--- src/rtl/sdpm_pkg.sv ---
// package for the sdram precharge and power-mode command logic
// assumes one clock shared by controller end and device end
package sdpm_pkg;
  localparam int          NBANK         = 4;
  localparam int          ADDR_W        = 13;
  localparam int          AP_BIT        = 10;
  localparam int          BURST_W       = 9;
  localparam int          CLK_PERIOD_NS = 25;
  localparam int          WR_RECOVERY   = 2;
  localparam int          RP_NS         = 15;
  localparam int          RP_CYC        = (RP_NS + CLK_PERIOD_NS - 1) / CLK_PERIOD_NS;
  localparam int          RAS_NS        = 42;
  localparam int          RAS_CYC       = (RAS_NS + CLK_PERIOD_NS - 1) / CLK_PERIOD_NS;
  localparam int          XSR_NS        = 75;
  localparam int          XSR_CYC       = (XSR_NS + CLK_PERIOD_NS - 1) / CLK_PERIOD_NS;
  localparam int          DAL_CYC       = WR_RECOVERY + RP_CYC;
  localparam logic [3:0]  BANKS_IDLE    = 4'h0;
  localparam logic [7:0]  WAIT_W8       = 8'h00;
  typedef enum logic [3:0] {
    SDPM_NOP, SDPM_ACT, SDPM_PRE, SDPM_PREA, SDPM_WR, SDPM_WRA, SDPM_RD, SDPM_RDA,
    SDPM_REF, SDPM_SELF, SDPM_MRS, SDPM_BST
  } sdpm_cmd_e;
  typedef enum logic [2:0] {SDPM_RUN, SDPM_SUSPEND, SDPM_PDOWN, SDPM_SREF} sdpm_pwr_e;
  typedef logic [ADDR_W-1:0] sdpm_addr_t;
endpackage : sdpm_pkg

--- src/rtl/sdpm_if.sv ---
// command pins between controller and device end
// assumes both ends clocked by the same clk
`timescale 1ns/1ps
interface sdpm_if;
  logic                       cs_n;
  logic                       ras_n;
  logic                       cas_n;
  logic                       we_n;
  logic                       cke;
  logic                       bank_select_low;
  logic                       bank_select_high;
  logic [sdpm_pkg::ADDR_W-1:0] addr;
  modport ctrl (output cs_n, ras_n, cas_n, we_n, cke, bank_select_low, bank_select_high, addr);
  modport dev  (input  cs_n, ras_n, cas_n, we_n, cke, bank_select_low, bank_select_high, addr);
endinterface : sdpm_if

--- src/rtl/sdpm_device.sv ---
// device end: command decode, bank flags, auto-precharge and power states
// assumes pins synchronous to clk_i; burst length and cas latency are static inputs
`timescale 1ns/1ps
module sdpm_device (
  input  wire logic                        clk_i,
  input  wire logic                        nrst_i,
  sdpm_if.dev                              pins,
  input  wire logic [sdpm_pkg::BURST_W-1:0] burst_len_i,
  input  wire logic [1:0]                  cas_latency_i,
  output logic [sdpm_pkg::NBANK-1:0]       bank_active_o,
  output logic [sdpm_pkg::NBANK-1:0]       bank_precharging_o,
  output logic                             burst_busy_o,
  output logic [2:0]                       pwr_state_o,
  output logic                             cmd_error_o
);
  sdpm_pkg::sdpm_pwr_e                 pwr_r;
  logic                                is_wr_burst_r;
  logic                                cke_prev_r;
  logic [sdpm_pkg::NBANK-1:0]          act_r;
  logic [sdpm_pkg::NBANK-1:0]          pre_r;
  logic [sdpm_pkg::BURST_W-1:0]        left_r;
  logic                                ap_r;
  logic                                ap_wr_r;
  logic [1:0]                          ap_bank_r;
  logic [2:0]                          wr_wait_r;
  logic                                err_r;

  wire cmd_cs     = ~pins.cs_n;
  wire [2:0] rcw  = {pins.ras_n, pins.cas_n, pins.we_n};
  wire running    = (pwr_r == sdpm_pkg::SDPM_RUN);
  wire honour     = running & cke_prev_r & cmd_cs;
  wire [1:0] bank = {pins.bank_select_high, pins.bank_select_low};
  wire ap_flag    = pins.addr[sdpm_pkg::AP_BIT];
  wire is_act     = honour & (rcw == 3'b011);
  wire is_pre     = honour & (rcw == 3'b010);
  wire is_wr      = honour & (rcw == 3'b100);
  wire is_rd      = honour & (rcw == 3'b101);
  wire is_bst     = honour & (rcw == 3'b110);
  wire is_self    = honour & (rcw == 3'b001) & ~pins.cke;
  wire busy       = (left_r != '0);
  wire locked     = busy & ap_r;
  wire [sdpm_pkg::NBANK-1:0] bank_dec = sdpm_pkg::NBANK'(1) << bank;
  wire [sdpm_pkg::NBANK-1:0] pre_mask = ap_flag ? '1 : bank_dec;
  // cas latency lead ahead of burst end, burst length plays no part
  wire [sdpm_pkg::BURST_W-1:0] rd_lead = sdpm_pkg::BURST_W'(cas_latency_i);
  // write bursts must not take the read lead, they wait for recovery
  wire rd_ap_fire = ap_r & ~ap_wr_r & ~is_wr_burst_r & busy & (left_r == rd_lead);
  wire wr_ap_fire = ap_wr_r & (wr_wait_r == 3'd1);
  wire ap_fire    = running & (rd_ap_fire | wr_ap_fire);
  wire access_ok  = (is_wr | is_rd) & ~locked;
  wire [sdpm_pkg::BURST_W-1:0] left_nxt = access_ok ? burst_len_i
                                        : (busy ? left_r - 1'b1 : left_r);
  wire cke_low    = ~pins.cke;

  always_ff @(posedge clk_i or negedge nrst_i) begin
    if (!nrst_i) cke_prev_r <= 1'b0;
    else         cke_prev_r <= pins.cke;
  end

  // power state: cke low chooses by bank flags and burst activity
  always_ff @(posedge clk_i or negedge nrst_i) begin
    if (!nrst_i) begin
      pwr_r <= sdpm_pkg::SDPM_RUN;
    end else begin
      unique case (pwr_r)
        sdpm_pkg::SDPM_RUN: begin
          if (is_self && act_r == sdpm_pkg::BANKS_IDLE) pwr_r <= sdpm_pkg::SDPM_SREF;
          else if (cke_low && (act_r != sdpm_pkg::BANKS_IDLE || busy))
            pwr_r <= sdpm_pkg::SDPM_SUSPEND;
          else if (cke_low) pwr_r <= sdpm_pkg::SDPM_PDOWN;
        end
        sdpm_pkg::SDPM_SUSPEND: if (pins.cke) pwr_r <= sdpm_pkg::SDPM_RUN;
        sdpm_pkg::SDPM_PDOWN:   if (pins.cke) pwr_r <= sdpm_pkg::SDPM_RUN;
        sdpm_pkg::SDPM_SREF:    if (pins.cke) pwr_r <= sdpm_pkg::SDPM_RUN;
      endcase
    end
  end

  // burst and auto-precharge tracking, frozen outside run state
  always_ff @(posedge clk_i or negedge nrst_i) begin
    if (!nrst_i) begin
      left_r    <= '0;
      ap_r      <= 1'b0;
      ap_wr_r   <= 1'b0;
      ap_bank_r <= 2'h0;
      wr_wait_r <= 3'h0;
    end else if (running) begin
      left_r <= left_nxt;
      if (access_ok) begin
        ap_r      <= ap_flag;
        ap_wr_r   <= 1'b0;
        ap_bank_r <= bank;
        wr_wait_r <= 3'h0;
      end else if (ap_r && !ap_wr_r && left_r == 9'd1 && is_wr_burst_r) begin
        ap_wr_r   <= 1'b1;
        wr_wait_r <= 3'(sdpm_pkg::WR_RECOVERY);
      end else if (wr_ap_fire || rd_ap_fire) begin
        ap_r      <= 1'b0;
        ap_wr_r   <= 1'b0;
        wr_wait_r <= 3'h0;
      end else if (wr_wait_r != 3'h0) begin
        wr_wait_r <= wr_wait_r - 3'h1;
      end
    end
  end

  always_ff @(posedge clk_i or negedge nrst_i) begin
    if (!nrst_i)        is_wr_burst_r <= 1'b0;
    else if (access_ok) is_wr_burst_r <= is_wr;
  end

  // bank flags; precharging flag clears after the precharge time
  logic [2:0] rp_cnt_r;
  always_ff @(posedge clk_i or negedge nrst_i) begin
    if (!nrst_i) begin
      act_r    <= sdpm_pkg::BANKS_IDLE;
      pre_r    <= sdpm_pkg::BANKS_IDLE;
      rp_cnt_r <= 3'h0;
    end else begin
      if (is_act) act_r <= act_r | bank_dec;
      else if (is_pre && !locked) begin
        act_r    <= act_r & ~pre_mask;
        pre_r    <= pre_r | (act_r & pre_mask);
        rp_cnt_r <= 3'(sdpm_pkg::RP_CYC);
      end else if (ap_fire) begin
        act_r    <= act_r & ~(sdpm_pkg::NBANK'(1) << ap_bank_r);
        pre_r    <= pre_r | (sdpm_pkg::NBANK'(1) << ap_bank_r);
        rp_cnt_r <= 3'(sdpm_pkg::RP_CYC);
      end else if (rp_cnt_r != 3'h0) rp_cnt_r <= rp_cnt_r - 3'h1;
      else pre_r <= sdpm_pkg::BANKS_IDLE;
    end
  end

  // flags illegal traffic the controller should never send
  always_ff @(posedge clk_i or negedge nrst_i) begin
    if (!nrst_i) err_r <= 1'b0;
    else err_r <= (locked & (is_rd | is_wr | is_pre))
               | ((is_rd | is_wr) & ap_flag & (burst_len_i == '1))
               | (is_self & (act_r != sdpm_pkg::BANKS_IDLE))
               | (is_bst & ap_r);
  end

  always_ff @(posedge clk_i or negedge nrst_i) begin
    if (!nrst_i) begin
      bank_active_o      <= '0;
      bank_precharging_o <= '0;
      burst_busy_o       <= 1'b0;
      pwr_state_o        <= 3'h0;
      cmd_error_o        <= 1'b0;
    end else begin
      bank_active_o      <= act_r;
      bank_precharging_o <= pre_r;
      burst_busy_o       <= busy;
      pwr_state_o        <= 3'(pwr_r);
      cmd_error_o        <= err_r;
    end
  end
endmodule : sdpm_device

--- src/flat_wrapper.sv ---
// flat-port wrapper written by rule: the top's interface ports become plain ports
module sdpm_device_flat 
  (clk_i, nrst_i, burst_len_i, cas_latency_i, bank_active_o, bank_precharging_o, burst_busy_o, pwr_state_o, cmd_error_o, pins_cs_n, pins_ras_n, pins_cas_n, pins_we_n, pins_cke, pins_bank_select_low, pins_bank_select_high, pins_addr);
  sdpm_if pins_i ();
  input  wire logic clk_i;
  input  wire logic nrst_i;
  input  wire logic [sdpm_pkg::BURST_W-1:0] burst_len_i;
  input  wire logic [1:0] cas_latency_i;
  output logic [sdpm_pkg::NBANK-1:0] bank_active_o;
  output logic [sdpm_pkg::NBANK-1:0] bank_precharging_o;
  output logic burst_busy_o;
  output logic [2:0] pwr_state_o;
  output logic cmd_error_o;
  input wire logic [$bits(pins_i.cs_n)-1:0] pins_cs_n;
  input wire logic [$bits(pins_i.ras_n)-1:0] pins_ras_n;
  input wire logic [$bits(pins_i.cas_n)-1:0] pins_cas_n;
  input wire logic [$bits(pins_i.we_n)-1:0] pins_we_n;
  input wire logic [$bits(pins_i.cke)-1:0] pins_cke;
  input wire logic [$bits(pins_i.bank_select_low)-1:0] pins_bank_select_low;
  input wire logic [$bits(pins_i.bank_select_high)-1:0] pins_bank_select_high;
  input wire logic [$bits(pins_i.addr)-1:0] pins_addr;
  assign pins_i.cs_n = pins_cs_n;
  assign pins_i.ras_n = pins_ras_n;
  assign pins_i.cas_n = pins_cas_n;
  assign pins_i.we_n = pins_we_n;
  assign pins_i.cke = pins_cke;
  assign pins_i.bank_select_low = pins_bank_select_low;
  assign pins_i.bank_select_high = pins_bank_select_high;
  assign pins_i.addr = pins_addr;
  sdpm_device u_core (.clk_i(clk_i), .nrst_i(nrst_i), .pins(pins_i), .burst_len_i(burst_len_i), .cas_latency_i(cas_latency_i), .bank_active_o(bank_active_o), .bank_precharging_o(bank_precharging_o), .burst_busy_o(burst_busy_o), .pwr_state_o(pwr_state_o), .cmd_error_o(cmd_error_o));
endmodule
--- config.mk ---
export PLATFORM = sky130hd
export DESIGN_NAME = sdpm_device_flat
export DESIGN_NICKNAME = d
export VERILOG_FILES = /design/src/rtl/sdpm_pkg.sv /design/src/rtl/sdpm_if.sv /design/src/rtl/sdpm_device.sv /design/src/flat_wrapper.sv
export SDC_FILE = /design/constraint.sdc
export NUM_CORES = 1
export LEC_CHECK = 0
export BUFFER_PORTS_ARGS = -buffer_cell sky130_fd_sc_hd__buf_2
export CAP_MARGIN = 20
export CORE_MARGIN = 2
export CORE_UTILIZATION = 39
export DETAILED_ROUTE_END_ITERATION = 6
export GPL_TIMING_DRIVEN = 0
export PLACE_DENSITY = 0.68
export SLEW_MARGIN = 5
export SYNTH_ARGS = -nofsm -noshare
export SYNTH_HDL_FRONTEND = slang
export SYNTH_SLANG_ARGS = --single-unit
--- constraint.sdc ---
create_clock -name clk_i -period 2.35 [get_ports clk_i]
set_input_delay 0.1175 -clock clk_i [delete_from_list [all_inputs] [get_ports clk_i]]
set_output_delay 0.1175 -clock clk_i [all_outputs]
set_load 0.005 [all_outputs]
* Word-level counts from Yosys, hierarchy flattened
Cells that the tools add are included.
** Storage, ports and cells
- Flip-flop bits (word level) :: 46
- Latch bits :: 0
- Memory bits (writable) :: 0
- Memory bits (read-only) :: 0
- Input bits :: 33
- Output and inout bits :: 13
- Word-level logic and storage cells :: 138
- Memories :: 0
** Cells by class
- Add/sub/neg operators :: 3
- Multipliers :: 0
- Div/mod/pow operators :: 0
- $lt $le $gt $ge :: 0
- Equal/unequal tests :: 17
- Shift operators :: 2
- Muxes and demuxes :: 26
- Bitwise gates (word level) :: 42
- Reductions and logical operators :: 31
** Operators by type and width (count)
- $mux 3 :: 11
- $mux 4 :: 7
- $and 1x1->1 :: 22
- $mux 9 :: 2
- $reduce_bool 3->1 :: 5
- $reduce_and 2->1 :: 7
- $and 4x4->4 :: 3
- $eq 3x2->1 const B :: 4
- $or 4x4->4 :: 3
- $eq 3x1->1 const B :: 3
- $eq 3x3->1 const B :: 3
- $eq 9x1->1 const B :: 1
- $eq 9x2->1 :: 1
- $eq 9x9->1 const B :: 1
- $reduce_bool 9->1 :: 1
- $sub 9x1->9 const B :: 1
- $not 4->4 :: 2
- $reduce_bool 4->1 :: 2
- $shl 1x2->4 const A :: 2
- $logic_and 1x1->1 :: 6
- $not 1->1 :: 6
- $or 1x1->1 :: 6
- $pmux 3 s2 :: 1
- $sub 3x1->3 const B :: 2
- other kinds (11) :: 19

* Depth between registers and ports, before layout
Gate-level depths: netlist (run 1).
- Word-level depth :: 10
- Depth in mapped cells :: 9
- Gate-level depth less buffers :: 7

* Worst setup path after synthesis (run 1)
Ideal clock, no wire load.
- Path kind :: reg-to-reg
- Start :: register u_core.left_r[4] (netlist name)
- End :: register u_core.rp_cnt_r[1]
- Setup time :: 0.126 ns
- Data arrival time :: 2.408 ns
- Slack :: -0.184 ns
- Stages on the path, launching flop included :: 6
- Period minus slack after synthesis :: 2.534 ns
- Cell sequence :: dfrtp_1 or4_4 or4b_4 or4_4 and4_4 a221o_1
** On the way
- Word-level cells in the longest chain between the ends :: 7
- Elaborated cells between the ends (all ways) :: 13
- Those cells by class :: eq/ne (1); mux (2); bitwise (5); reduce/logical (5)
** Ends and longest elaborated chain
- start, declared :: RTL line sdpm_device.sv:21 : logic [sdpm_pkg::BURST_W-1:0] left_r;
- start signal, assigned :: RTL line sdpm_device.sv:88 : left_r <= left_nxt;
- $reduce_bool 9->1 :: RTL line sdpm_device.sv:40 : wire busy = (left_r != '0);
- $and 1x1->1 (2 in a row) :: RTL line sdpm_device.sv:47 : wire rd_ap_fire = ap_r & ~ap_wr_r & ~is_wr_burst_r & busy & (left_r == rd_lead);
- $or 1x1->1 :: RTL line sdpm_device.sv:49 : wire ap_fire = running & (rd_ap_fire | wr_ap_fire);
- $and 1x1->1 :: RTL line sdpm_device.sv:49
- $reduce_bool 3->1 (no line) / $mux 3 (equally long branches)
- $reduce_and 2->1 (no line) / $mux 3 (equally long branches)
- end signal, assigned :: RTL line sdpm_device.sv:124 : rp_cnt_r <= 3'(sdpm_pkg::RP_CYC);
- end signal, assigned :: RTL line sdpm_device.sv:128 : rp_cnt_r <= 3'(sdpm_pkg::RP_CYC);
- end signal, assigned :: RTL line sdpm_device.sv:129 : end else if (rp_cnt_r != 3'h0) rp_cnt_r <= rp_cnt_r - 3'h1;
- end, declared :: RTL line sdpm_device.sv:113 : logic [2:0] rp_cnt_r;
Several ways; a longest one is shown, not always the timed one.
A chain may end at the register's enable or synchronous reset.

* Worst setup path in the final report (run 1)
- Start :: register u_core.left_r[7] (netlist name)
- End :: register u_core.rp_cnt_r[1]
The elaborated chain is that of the path after synthesis.

==> results of run 1 <==
-- cell usage after synthesis (6+ instances only) --
| cell type | count |
|---|---|
| dfrtp_1 | 44 |
| nor2_1 | 24 |
| nand2_1 | 18 |
| o21ai_0 | 16 |
| a21oi_1 | 15 |
| inv_1 | 13 |
| ha_1 | 8 |
| nor3_1 | 7 |
| a31oi_1 | 6 |
| clkbuf_1 | 6 |
| nand3_1 | 6 |
| o22ai_1 | 6 |
-- per-stage QoR --
stage	hold slack, ps	instance area [sq um]	TNS [ps]	utilization, %
after floorplan	-178	2400	-59.8	-
after global placement	291	2650	-6050	44.8
after detailed placement	292	2650	-7000	44.8
after CTS	9.80	2870	-106	48.4
after global routing	77.2	2950	-243	49.8
final	72.4	2950	-124	49.8
-- layer usage --
metal | global-route usage [%] | vias up | routed length [um]
li1 | - | 1037 | -
met1 | 28.0 | 1093 | 2940
met5 | 0 | - | 0
met3 | 3.91 | 11 | 270
met4 | 7.67 | 0 | 145
met2 | 29.7 | 68 | 2830
-- worst max path at each step --
stage | from | to | slack [ps] | cells past startpoint
after floorplan | u_core.left_r[5] | u_core.rp_cnt_r[1] | -60 | 5
after global placement | u_core.left_r[4] | u_core.left_r[5] | -350 | 6
after detailed placement | u_core.left_r[4] | u_core.left_r[5] | -420 | 6
after CTS | u_core.left_r[6] | u_core.rp_cnt_r[1] | -110 | 5
after global routing | u_core.left_r[7] | u_core.rp_cnt_r[1] | -150 | 5
final | u_core.left_r[7] | u_core.rp_cnt_r[1] | -120 | 5
-- layout make-up --
class | count | area [sq um] | share of cell area (%)
plain buffers | 7 | 35.0 | 1.19
flip-flops and latches | 44 | 1100 | 37.4
well taps | 75 | 93.8 | 3.18
repair buffers | 40 | 240 | 8.14
clock buffers | 6 | 82.6 | 2.80
clock inverters | 2 | 38.8 | 1.31
inverters | 13 | 48.8 | 1.65
multi-input cells | 186 | 1310 | 44.3
-- cells by family (layout without fill, tap and decap cells) --
| family | after synthesis | in the layout | synth area share, % |
|---|---|---|---|
| other | 1 | 1 | 0.158 |
| xor gates and xnor gates | 2 | 2 | 0.737 |
| AOI/OAI and AO/OA | 79 | 79 | 22.8 |
| DFF | 44 | 44 | 46.3 |
| adders and majority gates | 8 | 8 | 4.21 |
| buffers and inverters | 21 | 68 | 3.47 |
| muxes | 1 | 1 | 0.473 |
| and+or+nand+nor | 95 | 95 | 21.8 |
-- registers in the layout (all words and copies together) (netlist names) --
name	count
u_core.bank_active_o	4
u_core.wr_wait_r	3
u_core.ap_r	1
u_core.cmd_error_o	1
u_core.ap_wr_r	1
u_core.burst_busy_o	1
u_core.rp_cnt_r	3
u_core.act_r	4
u_core.pre_r	4
u_core.bank_precharging_o	4
u_core.ap_bank_r	2
u_core.cke_prev_r	1
u_core.err_r	1
u_core.is_wr_burst_r	1
u_core.pwr_state_o	2
u_core.pwr_r	2
u_core.left_r	9
-- critical path: cells and delay by family (launching register included) --
kind,cells,cell delay (ps)
AO/OA/AOI/OAI,1,250
flip-flops,1,440
AND/OR/NAND/NOR,4,1670
-- power by group --
part / switching [mW] / total (mW) / internal (mW)
combinational: 0.575 / 1.12 / 0.545
clock: 0.284 / 0.632 / 0.348
sequential: 0.250 / 1.24 / 0.988
-- repair_timing --
action,4_1_cts,5_1_grt
endpoints found under the setup margin,28,19
buffers inserted,5,1
hold buffers,1,1
cloned,0,0
hold endpoints to repair,1,15
pin swaps,1,1
gates resized for setup,12,11
==> metrics.cfg, run 1 <==
[run_status]
violations = setup timing
status = finished with violations

[worst_setup_path]
cp_max_fo = 4
r2r_end = u_core.rp_cnt_r[1]
reg2reg_from = u_core.left_r[7]
reg2reg_slack_ps = -120
required_ps = 2540
cpPeakStageDelay_ps = 520
cp_cell_sequence = or4_4, or4b_4, or4_4, and4_4, a221o_1
end_kind = flop
crit_path_frequent_cell = or4_4
path_class = reg -> reg
cp-start-kind = flop
r2r_cells = 5
crit_slowest_cell = or4_4
cp_data_arrival_time_ps = 2670

[synthesis]
ys_ff_latch = 44
synthArstFlopShare_pct = 100
synth_edf_count = 0
synthesis.area_sq_mm = 0.00238
synth_top_area_cell = dfrtp_1
yosysSeqAreaShare_pct = 46.3
synth_area_leaders = dfrtp_1, ha_1, nor2_1, o21ai_0, a21oi_1
syn_inst = 251
synth_top_area_share_pct = 46.3
ys_types = 54
synth_fp_nets = 292
ys_warn_count = 0
synth_flop_cell = dfrtp_1
avgSynthCellArea_sq_um = 9.48

[cells_and_area]
most-common-layout-cells = dfrtp_1, buf_2, nor2_1
final_cell_count_no_fill = 373
nets = 338
layout_commonest_cell = dfrtp_1
syn_to_final_growth_pct = 24.0
layout-drive-gt1-share_pct = 24.2
fillers = 547
antenna_cells = 0

[sta]
slew_violations = 0
period_needed_ps = 2470
fin_ws_ps = -124
rsz0062_at_grt = yes
hold_violations = 0
max-slew-margin-rel_pct = 57.5
clock_skew_ps = 4.76
max_freq_mhz = 404
worst_slew_pin_slew_ps = 631
setup_viol = 1
period_share_pct = 105

[pwr]
ir_drop_mv = 0.512
p_per_area_mw_per_mm2 = 1010
finalPower_mw = 2.99
power_leakage_nw = 1.31

[detailed_routing]
drt-vias-per-instance = 5.92
vias = 2209
drtIter0Drc = 147
wl_mm = 6.19
dr.pass1.iters = 4
wl_per_cell_um = 16.6
drt.antenna.violating_nets = 0
drc_errors = 0

[floorplanning]
rows = 28
die_height_um = 82.1
coreArea_sq_mm = 0.00592
io_pins = 46
initial_core_util_pct = 40.2
die_w_um = 82.1
dieArea_sq_mm = 0.00674

[global_route]
first_global_vias = 2088
antenna_found_initial = 0
grt_pass1_wl_mm = 10.1
grt_max_degree = 45
grt_usage_pct = 19.7
grt.overflow.total = 0

[clock_network]
htree_levels = 2
clk_latency_ps = 300
cts_buffers = 5
max-clock-path-buffers = 2
clock_sinks = 44
cts_tree = built
cts_root_buf = clkbuf_8
clk_pin_slew_worst_paths_ps = 90

[placed_design]
dp_hpwl_mm = 4.22
port_buffers = 31
dpl.cell_count = 357
gp_congestion = 0.901
place_ws_ps = -424

[min_path]
min_to = u_core.left_r[1]
worstHoldStart = burst_len_i[1]
hp-class = in -> reg
whs_path_depth = 3

[run]
maxCapViolCount = 0

No activity file was read; power rests on OpenSTA's default activity.
==> inputs of run 2 (changes only) <==
CORE_ASPECT_RATIO = 1.75   (was unset)
RECOVER_POWER = 50   (was unset)
==> run 2 against run 1 <==
The flow still finishes with violations (setup timing). Global-route usage shrank 0.32 points. Wire length grew 1.8%. Count of clock-buffer cells in the layout shrank 1. Design area grew 3.1%. Flip-flop and latch count is the same. Power grew 2.9%. Setup slack lost 8.5 ps. Clock power shrank 7.0%.
==> metrics.cfg, run 2 (synthesis results as in run 1) <==
[run_status]
status = finished with violations
violations = setup timing

[detailed_routing]
drt-vias-per-instance = 5.77
drc_errors = 0
wl_mm = 6.30
drtIter0Drc = 101
drt.antenna.violating_nets = 0
vias = 2228
dr.pass1.iters = 4
wl_per_cell_um = 16.3

[cells_and_area]
largest_reg_flops = 9
fillers = 556
stdcell_area_sq_mm = 0.00304
syn_to_final_growth_pct = 27.9
most-common-layout-cells = dfrtp_1, buf_2, nor2_1
regMostFlops = u_core.left_r
nets = 348
layout-drive-gt1-share_pct = 27.3
antenna_cells = 0
layout_commonest_cell = dfrtp_1
final_cell_count_no_fill = 386

[pwr]
pwr-share-seq_pct = 39.6
p_sw_mw = 1.12
swShare_pct = 36.4
p_per_area_mw_per_mm2 = 1010
finalPower_mw = 3.08
internal_power_mw = 1.96
p_clk_share_pct = 19.1
comb_power_share_pct = 41.3
power_leakage_nw = 1.34
ir_drop_mv = 0.545

[sta]
period_share_pct = 106
hold_ws_ps = 96.0
clock_skew_ps = 6.90
hold_violations = 0
slew_violations = 0
finalSetupTns_ps = -222
max-slew-margin-rel_pct = 48.7
period_needed_ps = 2480
setup_viol = 3
worst_slew_pin_slew_ps = 770
max_freq_mhz = 403
rsz0062_at_grt = yes
fin_ws_ps = -133

[floorplanning]
coreArea_sq_mm = 0.00588
die_w_um = 63.0
rows = 37
io_pins = 46
dieArea_sq_mm = 0.00676
die_height_um = 107
initial_core_util_pct = 40.5

[worst_setup_path]
end_kind = flop
path_class = reg -> reg
reg2reg_from = u_core.left_r[5]
cp_max_fo = 3
cp_data_arrival_time_ps = 2670
required_ps = 2540
cp-start-kind = flop
cp-startpoint = u_core.left_r[5]

[global_route]
grt_usage_pct = 19.4
first_global_vias = 2201
grt.overflow.total = 0
grt_pass1_wl_mm = 10.3
antenna_found_initial = 0
grt_max_degree = 45

[min_path]
worstHoldStart = burst_len_i[1]
hp-class = in -> reg

[run]
maxCapViolCount = 0

[clock_network]
cts_root_buf = clkbuf_8
cts_tree = built
clock_sinks = 44
htree_levels = 2
clk_latency_ps = 300
cts_buffers = 5
max-clock-path-buffers = 2
clk_pin_slew_worst_paths_ps = 80

[placed_design]
dpl_cell_area_sq_mm = 0.00265
gp_congestion = 0.851
dp_hpwl_mm = 4.44
port_buffers = 31
dpl.cell_count = 360

==> run 2: changes by cell type in the layout (fill, tap and decap cells not counted), sizes merged <==
cell / delta
clkbuf: +2
buf: +7
clkinvlp: +1
==> run 2: cell type report <==
type                       count  area, sq um  share of cell area, %
buffer                         7         41.3                   1.36
clock inverter                 3         42.5                   1.40
clock buffer                   5         68.8                   2.26
timing repair buffer          50          302                   9.91
sequential                    44         1100                   36.3
tap                           78         97.6                   3.21
multi-input combinational    186         1340                   44.0
inverter                      13         48.8                   1.60
==> run 2: what timing repair did <==
| action | 4_1_cts | 5_1_grt |
|---|---|---|
| buffers inserted | 6 | 10 |
| hold endpoints to repair | 1 | 14 |
| setup endpoints to repair | 28 | 21 |
| hold buffers | 1 | 1 |
| resized for setup | 13 | 20 |
| pin swaps | 2 | 3 |
==> run 2: layer usage <==
| layer | track usage (%) | routed length [um] | vias up |
|---|---|---|---|
| met1 | 21.0 | 2340 | 1062 |
| met5 | 0 | 0 | - |
| met2 | 35.3 | 3400 | 80 |
| met4 | 11.9 | 306 | 0 |
| met3 | 2.51 | 255 | 29 |
| li1 | - | - | 1057 |
==> run 2: final timing paths <==
check,endpoint,slack [ps],cells past startpoint
max reg2reg,u_core.rp_cnt_r[1],-130,5
min in group asynchronous,u_core.cmd_error_o,390,2
min,u_core.left_r[1],100,3
max in group asynchronous,u_core.left_r[0],700,3
max,u_core.rp_cnt_r[1],-130,5
min reg2reg,u_core.cmd_error_o,360,0
==> run 2: stage by stage <==
step | utilization, % | setup WS, ps
after detailed placement | 45.1 | -461
after floorplan | - | -59.8
after global placement | 45.1 | -458
final | 51.8 | -133
after global routing | 51.8 | -153
after CTS | 48.9 | -95.2
==> run 2: worst max-delay path: stages (launching register included) <==
cell and delay (ps):
dfrtp_1 400, or4_4 560, or4b_4 520, or4_4 440, and4_4 190, a221o_1 250
==> run 2: power groups by stage <==
stage	clock, mW	sequential, mW	combinational, mW
after floorplan	0	1.17	0.737
after global placement	0	1.22	0.941
after detailed placement	0	1.23	0.968
after CTS	0.603	1.21	1.07
after global routing	0.636	1.26	1.42
final	0.588	1.22	1.27
